--- config.mk ---
export PLATFORM = sky130hd
export DESIGN_NAME = aco_core
export DESIGN_NICKNAME = d
export VERILOG_FILES = /design/src/rtl/aco_pkg.sv /design/src/rtl/aco_core.sv
export SDC_FILE = /design/constraint.sdc
export NUM_CORES = 2
export LEC_CHECK = 0
export ABC_AREA = 1
export BUFFER_PORTS_ARGS = -buffer_cell sky130_fd_sc_hd__buf_2
export CELL_PAD_IN_SITES_DETAIL_PLACEMENT = 1
export CELL_PAD_IN_SITES_GLOBAL_PLACEMENT = 2
export CORE_ASPECT_RATIO = 0.5
export CORE_MARGIN = 1.5
export CORE_UTILIZATION = 30
export CTS_CLUSTER_DIAMETER = 60
export DETAILED_ROUTE_END_ITERATION = 10
export HOLD_SLACK_MARGIN = 0.15
export MAX_ROUTING_LAYER = met4
export PLACE_DENSITY = 0.7
export SLEW_MARGIN = 25
export SYNTH_ARGS = -nofsm -noshare
export SYNTH_HDL_FRONTEND = slang
export SYNTH_SLANG_ARGS = --single-unit
export TNS_END_PERCENT = 20
--- constraint.sdc ---
create_clock -name i_core_clk -period 5.8 [get_ports i_core_clk]
set_input_delay 1.16 -clock i_core_clk [delete_from_list [all_inputs] [get_ports i_core_clk]]
set_output_delay 1.16 -clock i_core_clk [all_outputs]
set_load 0.02 [all_outputs]
--- src/rtl/aco_pkg.sv ---
// package: opcodes, register map, flag positions and field layouts
package aco_pkg;
    // 12-bit instruction encodings (opcode fields)
    localparam logic [11:0] OP_NIBBLE_EXCHANGE = 12'h380; // 0011 10df ffff
    localparam logic [11:0] OP_XOR_ACC_FILE = 12'h180;    // 0001 10df ffff
    localparam logic [11:0] OP_SUBTRACT = 12'h080;        // 0000 10df ffff
    localparam logic [11:0] OP_ROTATE_RIGHT = 12'h300;    // 0011 00df ffff
    localparam logic [11:0] OP_ROTATE_LEFT = 12'h340;     // 0011 01df ffff
    localparam logic [11:0] OP_RETURN_LIT = 12'h800;      // 1000 kkkk kkkk
    localparam logic [11:0] OP_XOR_LIT = 12'hF00;         // 1111 kkkk kkkk
    localparam logic [11:0] OP_HALT = 12'h003;
    localparam logic [11:0] OP_DIR_LOAD = 12'h000;        // 0000 0000 0fff
    localparam logic [11:0] MASK_FILE_OP = 12'hFC0;
    localparam logic [11:0] MASK_LIT_OP = 12'hF00;
    localparam logic [11:0] MASK_DIR_OP = 12'hFF8;
    localparam logic [2:0] DIR_SEL_LO = 3'h6;
    localparam logic [2:0] DIR_SEL_HI = 3'h7;
    localparam int DEST_BIT = 5;
    localparam int FADDR_W = 5;
    localparam int DATA_W = 8;
    localparam int INSN_W = 12;
    localparam int PC_W = 9;
    // status flag positions
    localparam int FLAG_CARRY = 0;
    localparam int FLAG_HALF = 1;
    localparam int FLAG_ZERO = 2;
    localparam int FLAG_PDOWN = 3;
    localparam int FLAG_TOUT = 4;
    localparam int FLAG_WAKE = 7;
    localparam logic [7:0] STATUS_RST = 8'h18;
    localparam logic [7:0] WDT_CLEAR = 8'h00;
    localparam logic [7:0] DIR_RST = 8'hFF;
    localparam logic [1:0] RETURN_CYCLES = 2'h2;
    // AXI4-Lite register byte offsets
    localparam logic [7:0] REG_CTRL = 8'h00;    // w: instruction; r: core state
    localparam logic [7:0] REG_ACC = 8'h04;
    localparam logic [7:0] REG_STATUS = 8'h08;
    localparam logic [7:0] REG_FSEL = 8'h0C;    // file address for window
    localparam logic [7:0] REG_FDATA = 8'h10;   // file data at REG_FSEL
    localparam logic [7:0] REG_STACK = 8'h14;   // stack top entry
    localparam logic [7:0] REG_PC = 8'h18;
    localparam logic [7:0] REG_DIR6 = 8'h1C;
    localparam logic [7:0] REG_DIR7 = 8'h20;
    localparam logic [7:0] REG_SYS = 8'h24;     // wdt in bits 7:0, prescaler in bits 15:8
    localparam logic [1:0] RESP_OKAY = 2'h0;
    localparam logic [1:0] RESP_SLVERR = 2'h2;
endpackage

--- src/rtl/aco_core.sv ---
// execution unit for rotate, subtract, swap, xor, return and halt ops
`timescale 1ns/10ps
// How it works
// - return loads literal into acc, flags kept
// - return pops stack top, two cycles
// - halt zeroes watchdog counter and prescaler
// - halt sets timeout, clears powerdown, wake kept
// - halt then enters sleep, oscillator stopped
// - rotates through carry, only carry changes
// - file address 0..31, dest bit picks target
// - subtract file minus acc, sets C DC Z
// - swap exchanges nibbles, no flags change
// - direction load copies acc to reg 6/7
// - xor literal into acc, zero flag updated
// - xor file into destination, zero updated
module aco_core
    import aco_pkg::*;
#(
    parameter int NFILE = 32
) (
    input wire logic i_core_clk,
    input wire logic i_rst_b,
    input wire logic [7:0] i_s_axi_awaddr,
    input wire logic i_s_axi_awvalid,
    output logic o_s_axi_awready,
    input wire logic [31:0] i_s_axi_wdata,
    input wire logic [3:0] i_s_axi_wstrb,
    input wire logic i_s_axi_wvalid,
    output logic o_s_axi_wready,
    output logic [1:0] o_s_axi_bresp,
    output logic o_s_axi_bvalid,
    input wire logic i_s_axi_bready,
    input wire logic [7:0] i_s_axi_araddr,
    input wire logic i_s_axi_arvalid,
    output logic o_s_axi_arready,
    output logic [31:0] o_s_axi_rdata,
    output logic [1:0] o_s_axi_rresp,
    output logic o_s_axi_rvalid,
    input wire logic i_s_axi_rready,
    input wire logic i_wake,
    output logic o_sleep,
    output logic o_osc_run
);

    typedef enum logic [1:0] {
        ACO_IDLE = 2'b00,
        ACO_POP = 2'b01,
        ACO_SLEEP = 2'b10
    } aco_state_e;

    typedef struct packed {
        aco_state_e st;
        logic [DATA_W-1:0] acc;
        logic [DATA_W-1:0] status;
        logic [NFILE-1:0][DATA_W-1:0] file;
        logic [PC_W-1:0] stack_top;
        logic [PC_W-1:0] pc;
        logic [DATA_W-1:0] dir6;
        logic [DATA_W-1:0] dir7;
        logic [DATA_W-1:0] wdt;
        logic [DATA_W-1:0] presc;
        logic [FADDR_W-1:0] fsel;
        logic aw_hold;
        logic [7:0] aw_addr;
        logic w_hold;
        logic [31:0] w_data;
        logic [3:0] w_strb;
        logic bvalid;
        logic [1:0] bresp;
        logic rvalid;
        logic [31:0] rdata;
        logic [1:0] rresp;
        logic wake_m;
        logic wake_s;
        logic awready;
        logic wready;
        logic arready;
        logic sleep;
        logic osc_run;
    } aco_regs_s;

    aco_regs_s r;
    aco_regs_s next_r;

    // zero test shared by every op that touches the zero flag
    function automatic logic is_zero(input logic [DATA_W-1:0] v);
        return (v == '0);
    endfunction

    // widen an 8-bit field into a bus word
    function automatic logic [31:0] word8(input logic [DATA_W-1:0] v);
        return {24'h000000, v};
    endfunction

    logic [INSN_W-1:0] insn;
    logic [FADDR_W-1:0] fa;
    logic [DATA_W-1:0] fv;
    logic [DATA_W-1:0] res;
    logic [DATA_W:0] diff;
    logic [4:0] hdiff;
    logic to_file;
    logic wr_fire;
    logic busy;

    // ------------------------------------------------------------
    // combined next-state: bus slave plus instruction execution
    // ------------------------------------------------------------
    always_comb begin
        next_r = r;
        insn = r.w_data[INSN_W-1:0];
        fa = insn[FADDR_W-1:0];
        fv = r.file[fa];
        res = '0;
        to_file = insn[DEST_BIT];
        diff = {1'b0, fv} - {1'b0, r.acc};
        hdiff = {1'b0, fv[3:0]} - {1'b0, r.acc[3:0]};
        busy = (r.st != ACO_IDLE);
        wr_fire = 1'b0;
        // synchronised wake level
        next_r.wake_m = i_wake;
        next_r.wake_s = r.wake_m;
        // watchdog counter with prescaler, counting except while asleep
        next_r.presc = r.presc + 8'h01;
        if (r.presc == 8'hFF) begin
            next_r.wdt = r.wdt + 8'h01;
        end
        // write address and data channels taken in either order
        if (i_s_axi_awvalid && !r.aw_hold && !r.bvalid) begin
            next_r.aw_hold = 1'b1;
            next_r.aw_addr = i_s_axi_awaddr;
        end
        if (i_s_axi_wvalid && !r.w_hold && !r.bvalid) begin
            next_r.w_hold = 1'b1;
            next_r.w_data = i_s_axi_wdata;
            next_r.w_strb = i_s_axi_wstrb;
        end
        if (r.aw_hold && r.w_hold) begin
            wr_fire = 1'b1;
            next_r.aw_hold = 1'b0;
            next_r.w_hold = 1'b0;
            next_r.bvalid = 1'b1;
            next_r.bresp = RESP_OKAY;
        end
        if (r.bvalid && i_s_axi_bready) begin
            next_r.bvalid = 1'b0;
        end
        // register writes; an instruction write is refused while busy
        if (wr_fire) begin
            case (r.aw_addr)
                REG_CTRL: begin
                    if (busy) begin
                        next_r.bresp = RESP_SLVERR;
                    end else if ((insn & MASK_LIT_OP) == OP_RETURN_LIT) begin
                        next_r.acc = insn[DATA_W-1:0];
                        next_r.st = ACO_POP;
                    end else if ((insn & MASK_LIT_OP) == OP_XOR_LIT) begin
                        res = r.acc ^ insn[DATA_W-1:0];
                        next_r.acc = res;
                        next_r.status[FLAG_ZERO] = is_zero(res);
                    end else if (insn == OP_HALT) begin
                        next_r.wdt = WDT_CLEAR;
                        next_r.presc = WDT_CLEAR;
                        next_r.status[FLAG_TOUT] = 1'b1;
                        next_r.status[FLAG_PDOWN] = 1'b0;
                        next_r.st = ACO_SLEEP;
                    end else if ((insn & MASK_DIR_OP) == OP_DIR_LOAD) begin
                        if (insn[2:0] == DIR_SEL_LO) begin
                            next_r.dir6 = r.acc;
                        end else if (insn[2:0] == DIR_SEL_HI) begin
                            next_r.dir7 = r.acc;
                        end else begin
                            next_r.bresp = RESP_SLVERR;
                        end
                    end else begin
                        case (insn & MASK_FILE_OP)
                            OP_ROTATE_LEFT: begin
                                res = {fv[6:0], r.status[FLAG_CARRY]};
                                next_r.status[FLAG_CARRY] = fv[7];
                            end
                            OP_ROTATE_RIGHT: begin
                                res = {r.status[FLAG_CARRY], fv[7:1]};
                                next_r.status[FLAG_CARRY] = fv[0];
                            end
                            OP_SUBTRACT: begin
                                res = diff[DATA_W-1:0];
                                next_r.status[FLAG_CARRY] = ~diff[DATA_W];
                                next_r.status[FLAG_HALF] = ~hdiff[4];
                                next_r.status[FLAG_ZERO] = is_zero(res);
                            end
                            OP_NIBBLE_EXCHANGE: begin
                                res = {fv[3:0], fv[7:4]};
                            end
                            OP_XOR_ACC_FILE: begin
                                res = r.acc ^ fv;
                                next_r.status[FLAG_ZERO] = is_zero(res);
                            end
                            default: begin
                                to_file = 1'b0;
                                res = r.acc;
                                next_r.bresp = RESP_SLVERR;
                            end
                        endcase
                        if (to_file) begin
                            next_r.file[fa] = res;
                        end else begin
                            next_r.acc = res;
                        end
                    end
                end
                REG_ACC: next_r.acc = r.w_data[DATA_W-1:0];
                REG_STATUS: next_r.status = r.w_data[DATA_W-1:0];
                REG_FSEL: next_r.fsel = r.w_data[FADDR_W-1:0];
                REG_FDATA: next_r.file[r.fsel] = r.w_data[DATA_W-1:0];
                REG_STACK: next_r.stack_top = r.w_data[PC_W-1:0];
                REG_PC: next_r.pc = r.w_data[PC_W-1:0];
                default: next_r.bresp = RESP_SLVERR;
            endcase
        end
        // second cycle of return: stack top into program counter
        if (r.st == ACO_POP) begin
            next_r.pc = r.stack_top;
            next_r.st = ACO_IDLE;
        end
        // sleep: watchdog frozen with the oscillator until a wake
        if (r.st == ACO_SLEEP) begin
            next_r.wdt = r.wdt;
            next_r.presc = r.presc;
            if (r.wake_s) begin
                next_r.st = ACO_IDLE;
            end
        end
        // read channel
        if (i_s_axi_arvalid && !r.rvalid) begin
            next_r.rvalid = 1'b1;
            next_r.rresp = RESP_OKAY;
            case (i_s_axi_araddr)
                REG_CTRL: next_r.rdata = {30'h00000000, r.st};
                REG_ACC: next_r.rdata = word8(r.acc);
                REG_STATUS: next_r.rdata = word8(r.status);
                REG_FSEL: next_r.rdata = {27'h0000000, r.fsel};
                REG_FDATA: next_r.rdata = word8(r.file[r.fsel]);
                REG_STACK: next_r.rdata = {23'h000000, r.stack_top};
                REG_PC: next_r.rdata = {23'h000000, r.pc};
                REG_DIR6: next_r.rdata = word8(r.dir6);
                REG_DIR7: next_r.rdata = word8(r.dir7);
                REG_SYS: next_r.rdata = {16'h0000, r.presc, r.wdt};
                default: begin
                    next_r.rdata = '0;
                    next_r.rresp = RESP_SLVERR;
                end
            endcase
        end else if (r.rvalid && i_s_axi_rready) begin
            next_r.rvalid = 1'b0;
        end
        // readies and sleep pins registered from their next values
        next_r.awready = !next_r.aw_hold && !next_r.bvalid;
        next_r.wready = !next_r.w_hold && !next_r.bvalid;
        next_r.arready = !next_r.rvalid;
        next_r.sleep = (next_r.st == ACO_SLEEP);
        next_r.osc_run = (next_r.st != ACO_SLEEP);
    end

    // ------------------------------------------------------------
    // state register
    // ------------------------------------------------------------
    always_ff @(posedge i_core_clk or negedge i_rst_b) begin
        if (!i_rst_b) begin
            r <= '0;
            r.status <= STATUS_RST;
            r.dir6 <= DIR_RST;
            r.dir7 <= DIR_RST;
            r.awready <= 1'b1;
            r.wready <= 1'b1;
            r.arready <= 1'b1;
            r.osc_run <= 1'b1;
        end else begin
            r <= next_r;
        end
    end

    // outputs straight from flip-flops
    assign o_s_axi_awready = r.awready;
    assign o_s_axi_wready = r.wready;
    assign o_s_axi_bvalid = r.bvalid;
    assign o_s_axi_bresp = r.bresp;
    assign o_s_axi_arready = r.arready;
    assign o_s_axi_rvalid = r.rvalid;
    assign o_s_axi_rdata = r.rdata;
    assign o_s_axi_rresp = r.rresp;
    assign o_sleep = r.sleep;
    assign o_osc_run = r.osc_run;

    // ------------------------------------------------------------
    // checks
    // ------------------------------------------------------------
    ret_two_cycle_a: assert property (@(posedge i_core_clk)
        disable iff (!i_rst_b)
        (r.st == ACO_POP) |=> (r.pc == $past(r.stack_top)) && (r.st == ACO_IDLE))
        else $error("return did not load pc from stack top");
    ret_flags_kept_a: assert property (@(posedge i_core_clk)
        disable iff (!i_rst_b)
        $rose(r.st == ACO_POP) |-> r.status == $past(r.status))
        else $error("return changed status");
    halt_wdt_clr_a: assert property (@(posedge i_core_clk)
        disable iff (!i_rst_b)
        $rose(r.st == ACO_SLEEP) |-> r.wdt == WDT_CLEAR && r.presc == WDT_CLEAR)
        else $error("halt left watchdog running");
    halt_flags_a: assert property (@(posedge i_core_clk)
        disable iff (!i_rst_b)
        $rose(r.st == ACO_SLEEP) |-> r.status[FLAG_TOUT] && !r.status[FLAG_PDOWN]
            && r.status[FLAG_WAKE] == $past(r.status[FLAG_WAKE]))
        else $error("halt flag update wrong");
    sleep_osc_a: assert property (@(posedge i_core_clk)
        disable iff (!i_rst_b)
        (r.st == ACO_SLEEP && !r.wake_s) |=> o_sleep && !o_osc_run)
        else $error("sleep left oscillator running");
    zero_flag_a: assert property (@(posedge i_core_clk)
        disable iff (!i_rst_b)
        (wr_fire && r.aw_addr == REG_CTRL && !busy
            && (insn & MASK_LIT_OP) == OP_XOR_LIT)
        |=> r.status[FLAG_ZERO] == (r.acc == 8'h00))
        else $error("zero flag disagrees with result");
    swap_flags_a: assert property (@(posedge i_core_clk)
        disable iff (!i_rst_b)
        (wr_fire && r.aw_addr == REG_CTRL && !busy
            && (insn & MASK_FILE_OP) == OP_NIBBLE_EXCHANGE)
        |=> $stable(r.status))
        else $error("swap altered status");
    dir_load_a: assert property (@(posedge i_core_clk)
        disable iff (!i_rst_b)
        (wr_fire && r.aw_addr == REG_CTRL && !busy
            && insn == (OP_DIR_LOAD | 12'h006))
        |=> r.dir6 == $past(r.acc) && $stable(r.status))
        else $error("direction load failed");
    rot_carry_only_a: assert property (@(posedge i_core_clk)
        disable iff (!i_rst_b)
        (wr_fire && r.aw_addr == REG_CTRL && !busy
            && ((insn & MASK_FILE_OP) == OP_ROTATE_LEFT
            || (insn & MASK_FILE_OP) == OP_ROTATE_RIGHT))
        |=> r.status[DATA_W-1:FLAG_HALF] == $past(r.status[DATA_W-1:FLAG_HALF]))
        else $error("rotate changed a flag other than carry");
    sub_carry_a: assert property (@(posedge i_core_clk)
        disable iff (!i_rst_b)
        (wr_fire && r.aw_addr == REG_CTRL && !busy
            && (insn & MASK_FILE_OP) == OP_SUBTRACT)
        |=> r.status[FLAG_CARRY] == ($past(fv) >= $past(r.acc)))
        else $error("subtract carry disagrees with borrow");

endmodule // aco_core

Word level (Yosys, flattened, before mapping)
Index checks and enable logic that the tools add are counted.
{"block": "totals", "latch_bits": 0, "mem_count": 0, "in_bits": 60, "ram_bits": 0, "out_inout_bits": 43, "mem_bits_ro": 0, "ff_bits": 420}
{"block": "classes", "n_reduce_logical": 47, "magnitude_cmp": 4, "eq_ne": 45, "addsub": 4, "muxes": 91, "bitwise": 9, "shifts": 0, "multipliers": 0, "div": 0}
{"cell": "$mux W261", "n": 2}
{"cell": "$mux W259", "n": 2}
{"cell": "$bwmux W256", "n": 2}
{"cell": "$pmux W256 S2", "n": 1}
{"cell": "$mux W329", "n": 1}
{"cell": "$mux W258", "n": 1}
{"cell": "$mux W256", "n": 1}
{"cell": "$pmux W16 S10", "n": 1}
{"cell": "$mux W8", "n": 19}
{"cell": "$mux W32", "n": 4}
{"cell": "$bmux W8 S5", "n": 2}
{"cell": "$demux W8 S5", "n": 2}
{"cell": "$eq A8 B5 Y1 const B", "n": 7}
{"cell": "$mux W16", "n": 3}
{"cell": "$logic_not A8 Y1", "n": 5}
{"cell": "$pmux W8 S5", "n": 1}
{"cell": "$mux W37", "n": 1}
{"cell": "$mux W2", "n": 18}
{"cell": "$mux W9", "n": 4}
{"cell": "$eq A8 B4 Y1 const B", "n": 4}
{"cell": "$reduce_and A8 Y1", "n": 4}
{"cell": "$mux W10", "n": 2}
{"cell": "$eq A6 B4 Y1 const B", "n": 3}
{"cell": "$add A8 B1 Y8 const B", "n": 2}
{"cell": "other kinds (41)", "n": 108}

Logic depth before layout (Yosys ltp)
{"block": "depth", "word_depth": 24, "depth_mapped": 27}

Worst setup path before layout
No wires, ideal clock.
{"block": "synth_path", "path_kind": "reg2reg", "startpoint": "register r (netlist bit fa[1])", "endpoint": "register with a tool-made name", "slack_ps": 2563, "t_arrival_ps": 3112, "stages_incl_launch_ff": 25, "path_buffers": 3, "required_time_ps": 5675, "path_cell_list": "dfrtp_1 > buf_4 > inv_1 > buf_4 > buf_2 > nand2_1 > nand2_1 > nand2_1 > nand2_1 > nor2_1 > nand2_1 > inv_2 > ha_1 > fa_1 > o21ai_0 > nand2_1 > nand2_1 > nand2_1 > nand3_1 > nand2_1 > nor2_2 > nand3_2 > nand2_1 > nand2_1 > mux2_2"}
{"item": "start: declaration", "line": "aco_core.sv:82", "text": "aco_regs_s r;"}
{"item": "start signal: assignment", "line": "aco_core.sv:277", "text": "r <= next_r;"}

==> summary.md <==
| Metric | Value |
|---|---|
| Fill count | `between 10000 and 15000` |
| Total routing usage reported by global routing | `0.2752` |
| Boundary Pins | `just over 100` |
| CP arrival | `between 5000 and 6000 ps` |
| Worst-margin pin slew | `around 1100 ps` |
| Critical Path, Cell by Cell | `buf_4, o21ai_0, nand2_1, nand2_1, nand2_1, nand2_1, nor2_1, nand2_1, ha_1, a21oi_1, nand2_1, or2_2, nand2_1, o21ai_0, nor2_1, nand2_1, o21ai_1, clkinv_2, nand2_1, a22oi_1` |
| Final RePlAce weighted congestion | `0.9226` |
| PD cells | `405.9 nW/um^2` |
| DRC violations left | `0` |
| Fmax | `between 150 and 200 MHz` |
| Area Growth Syn to Fin | `10.18%` |
| Row cnt | `between 70 and 80` |
| Worst Hold Class | `reg2reg` |
| CTS Hold Bufs | `0` |
| Worst skew pair latency | `a little over 600 ps` |
| Post-route ant nets | `0` |
| Die Ht | `208.1 microns` |
| Number of synthesized register bits | `approximately 380` |
| Worst setup SP type | `flop` |
| Sink Count | `379` |
| Synth warn | `0` |
| Rel. slew slack | `0.2575` |
| Main area contributors after synthesis | `dfrtp_1, nand2_1, a22oi_1` |
| Initial antenna violation count | `1` |
| Leak | `about 13 nW` |
| CTS root buf | `clkbuf_16` |
| Top cell type's share of synthesized area | `0.3539` |
| Cts repair resizes | `0` |
| Fin nets | `~3500` |
| Core area | `82500 sq um` |
| Worst vdd ir | `between 300 and 400 uV` |
| Synthesized area | `between 20000 and 30000 sq um` |
| Routed len/inst | `about 25 microns` |
| Fraction of layout cells with a size suffix above 1 | `0.1084` |
| Setup Skew | `about 26 ps` |
| Critical path's slowest cell | `clkinv_2` |
| Starting Density | `0.3060` |
| Port Buffer Count | `between 60 and 70` |
| Die area | `roughly 86000 sq um` |
| CTS H-tree lvls | `2` |
| Final setup violation count | `0` |
| Drt initial violations | `about 2300` |
| Largest net degree at the start of global routing | `103` |
| Area occupied by multi-input gates | `12900 sq um` |
| Reg clk slew, reported paths | `60 ps` |
| Final Routed Wirelength | `approximately 120000 microns` |
| Worst-path fanout max | `55` |
| Syn Area/Cell | `slightly above 7 sq um` |
| First-pass iteration count of the detailed router | `6` |
| CP Capture Type | `flop` |
| Max clock buf depth | `3` |
| RSZ-0062 raised after global routing | `false` |
| Final hold vios | `0` |
| Max_cap viols | `0` |
| Placed inst area | `approximately 26000 sq um` |
| Design area | `around 28000 sq um` |
| Synth area leader | `dfrtp_1` |
| Outcome | `completed` |
| Die Width | `413.2 microns` |
| Via count | `~25000` |
| TritonCTS clock tree | `yes` |
| Largest stage delay, worst path | `750 ps` |
| Sequential share of the synthesized area | `0.3768` |
| Post-layout minimum cycle time | `5280 ps` |
| Register area | `about 9500 sq um` |
| Detailed placement HPWL | `around 79000 microns` |
| Post-synth top flop | `dfrtp_1` |
| Worst EP required | `6250 ps` |
| Vias in the first global route | `25140` |
| Commonest cells post-synth | `nand2_1, inv_1, dfrtp_1, a21oi_1, a22oi_1` |
| Pins Over Slew Limit | `0` |
| Total CTS buffers | `45` |
| Synth unique cells | `73` |
| Vias per cell | `5.522` |
| Setup TNS | `0 ps` |
| WS Path Type | `reg2reg` |
| Number of enable flip-flop cells after synthesis | `0` |
| Post-Syn Instances | `between 3000 and 4000` |
| First-pass GRT wire length | `~170000 microns` |
| Ys async rst share | `1.000` |
| GRT overflow | `0` |
| Count leader, synth | `nand2_1` |
| CP most frequent cell | `nand2_1` |
| Period utilization | `0.9104` |
| Post-CTS Setup Inserts | `0` |
## kinds of logic after synthesis
kind of cell	Yosys count	share of synthesized area
AO/OA/AOI/OAI	986	0.2502
XOR/XNOR	14	0.004858
adder cells (fa/ha/maj)	12	0.006246
buffers and inverters	629	0.1171
flip-flops	379	0.3768
multiplexers	3	0.001338
other	1	0.0001486
AND/OR/NAND/NOR	1472	0.2433
## where the power goes
group | internal (W) | switching, W
registers | 0.00298 | 0.000346
clock network | 0.00185 | 0.00135
logic | 0.000991 | 0.00377
## per-layer routing
metal | global-route usage | part of all wire
met1 | 0.4020 | 0.48
met2 | 0.3964 | 0.43
met3 | 0.04394 | 0.067
met4 | 0.05747 | 0.020
met5 | - | 0
## path summary, 6_finish.rpt
| kind | start | endpoint | slack [ps] | cells after the start |
|---|---|---|---|---|
| min in group asynchronous | i_rst_b | o_s_axi_rdata[8] | 520 | 1 |
| max in group asynchronous | i_rst_b | asynchronous set/reset pin | 4050 | 2 |
| max reg2reg | fa[0] | flop | 520 | 20 |
| min | next_r[5] | r[5] | 360 | 0 |
| min reg2reg | next_r[5] | r[5] | 360 | 0 |
| max | fa[0] | flop | 520 | 20 |
## area by class of cell
cell class / instances / share of cell area
multi-input combinational: 2504 / 0.4638
sequential: 379 / 0.3422
inverter: 404 / 0.05521
tap: 1102 / 0.04958
clock buffer: 64 / 0.04855
timing repair buffer: 115 / 0.03185
clock inverter: 20 / 0.008684
antenna: 1 / 0.00008998
## layout by cell type (no fill, tap or decap), types with 5 or more instances in the layout
master	netlist	layout
a21boi_1	30	30
nand4_1	12	12
o22ai_1	76	76
clkbuf_8	0	11
a22oi_1	222	222
nor3_1	44	44
o21ai_0	215	215
xnor2_1	6	6
inv_1	378	377
a21oi_1	305	305
nor2_2	37	38
a31oi_1	6	6
nor2_4	5	11
nand2_1	1041	1039
nand2_2	18	19
dfrtp_1	357	355
bufinv_16	0	5
a22o_1	12	12
a221oi_1	6	6
buf_2	44	60
clkbuf_16	0	47
nand3_1	107	107
conb_1	1	17
o21ai_1	8	8
dfstp_2	22	22
buf_4	78	42
ha_1	11	11
xor2_1	8	8
nor2_1	174	167
clkinv_2	2	13
clkbuf_1	57	6
o21ai_2	5	5
o21ai_4	17	17
nor3_2	5	5
buf_12	0	10
o221ai_1	30	30
o211ai_1	8	8
inv_2	16	17
nor3_4	7	7
a22oi_2	19	19
## worst max-delay path: cells and delay by family (launching register included)
kind / cells / cell delay [ps]
AOI/OAI and AO/OA: 5 / 770
and+or+nand+nor: 12 / 1920
adders and majority gates: 1 / 440
DFF: 1 / 590
buffers and inverters: 2 / 1330
## through the flow
step           power (W)    util  cells  setup slack, ps  hold WS [ps]
6_report         0.01129  0.3371   4589            519.8         362.2
3_5_place_dp    0.008016  0.3178   4504            963.4         342.5
3_3_place_gp    0.007954  0.3171   4502            953.5         343.8
5_1_grt          0.01176  0.3371   4589            225.0         370.2
2_1_floorplan   0.006105       -   3512             2563         331.2
4_1_cts          0.01124  0.3370   4588            917.4         364.9
Power figures use the tool's default switching activity.
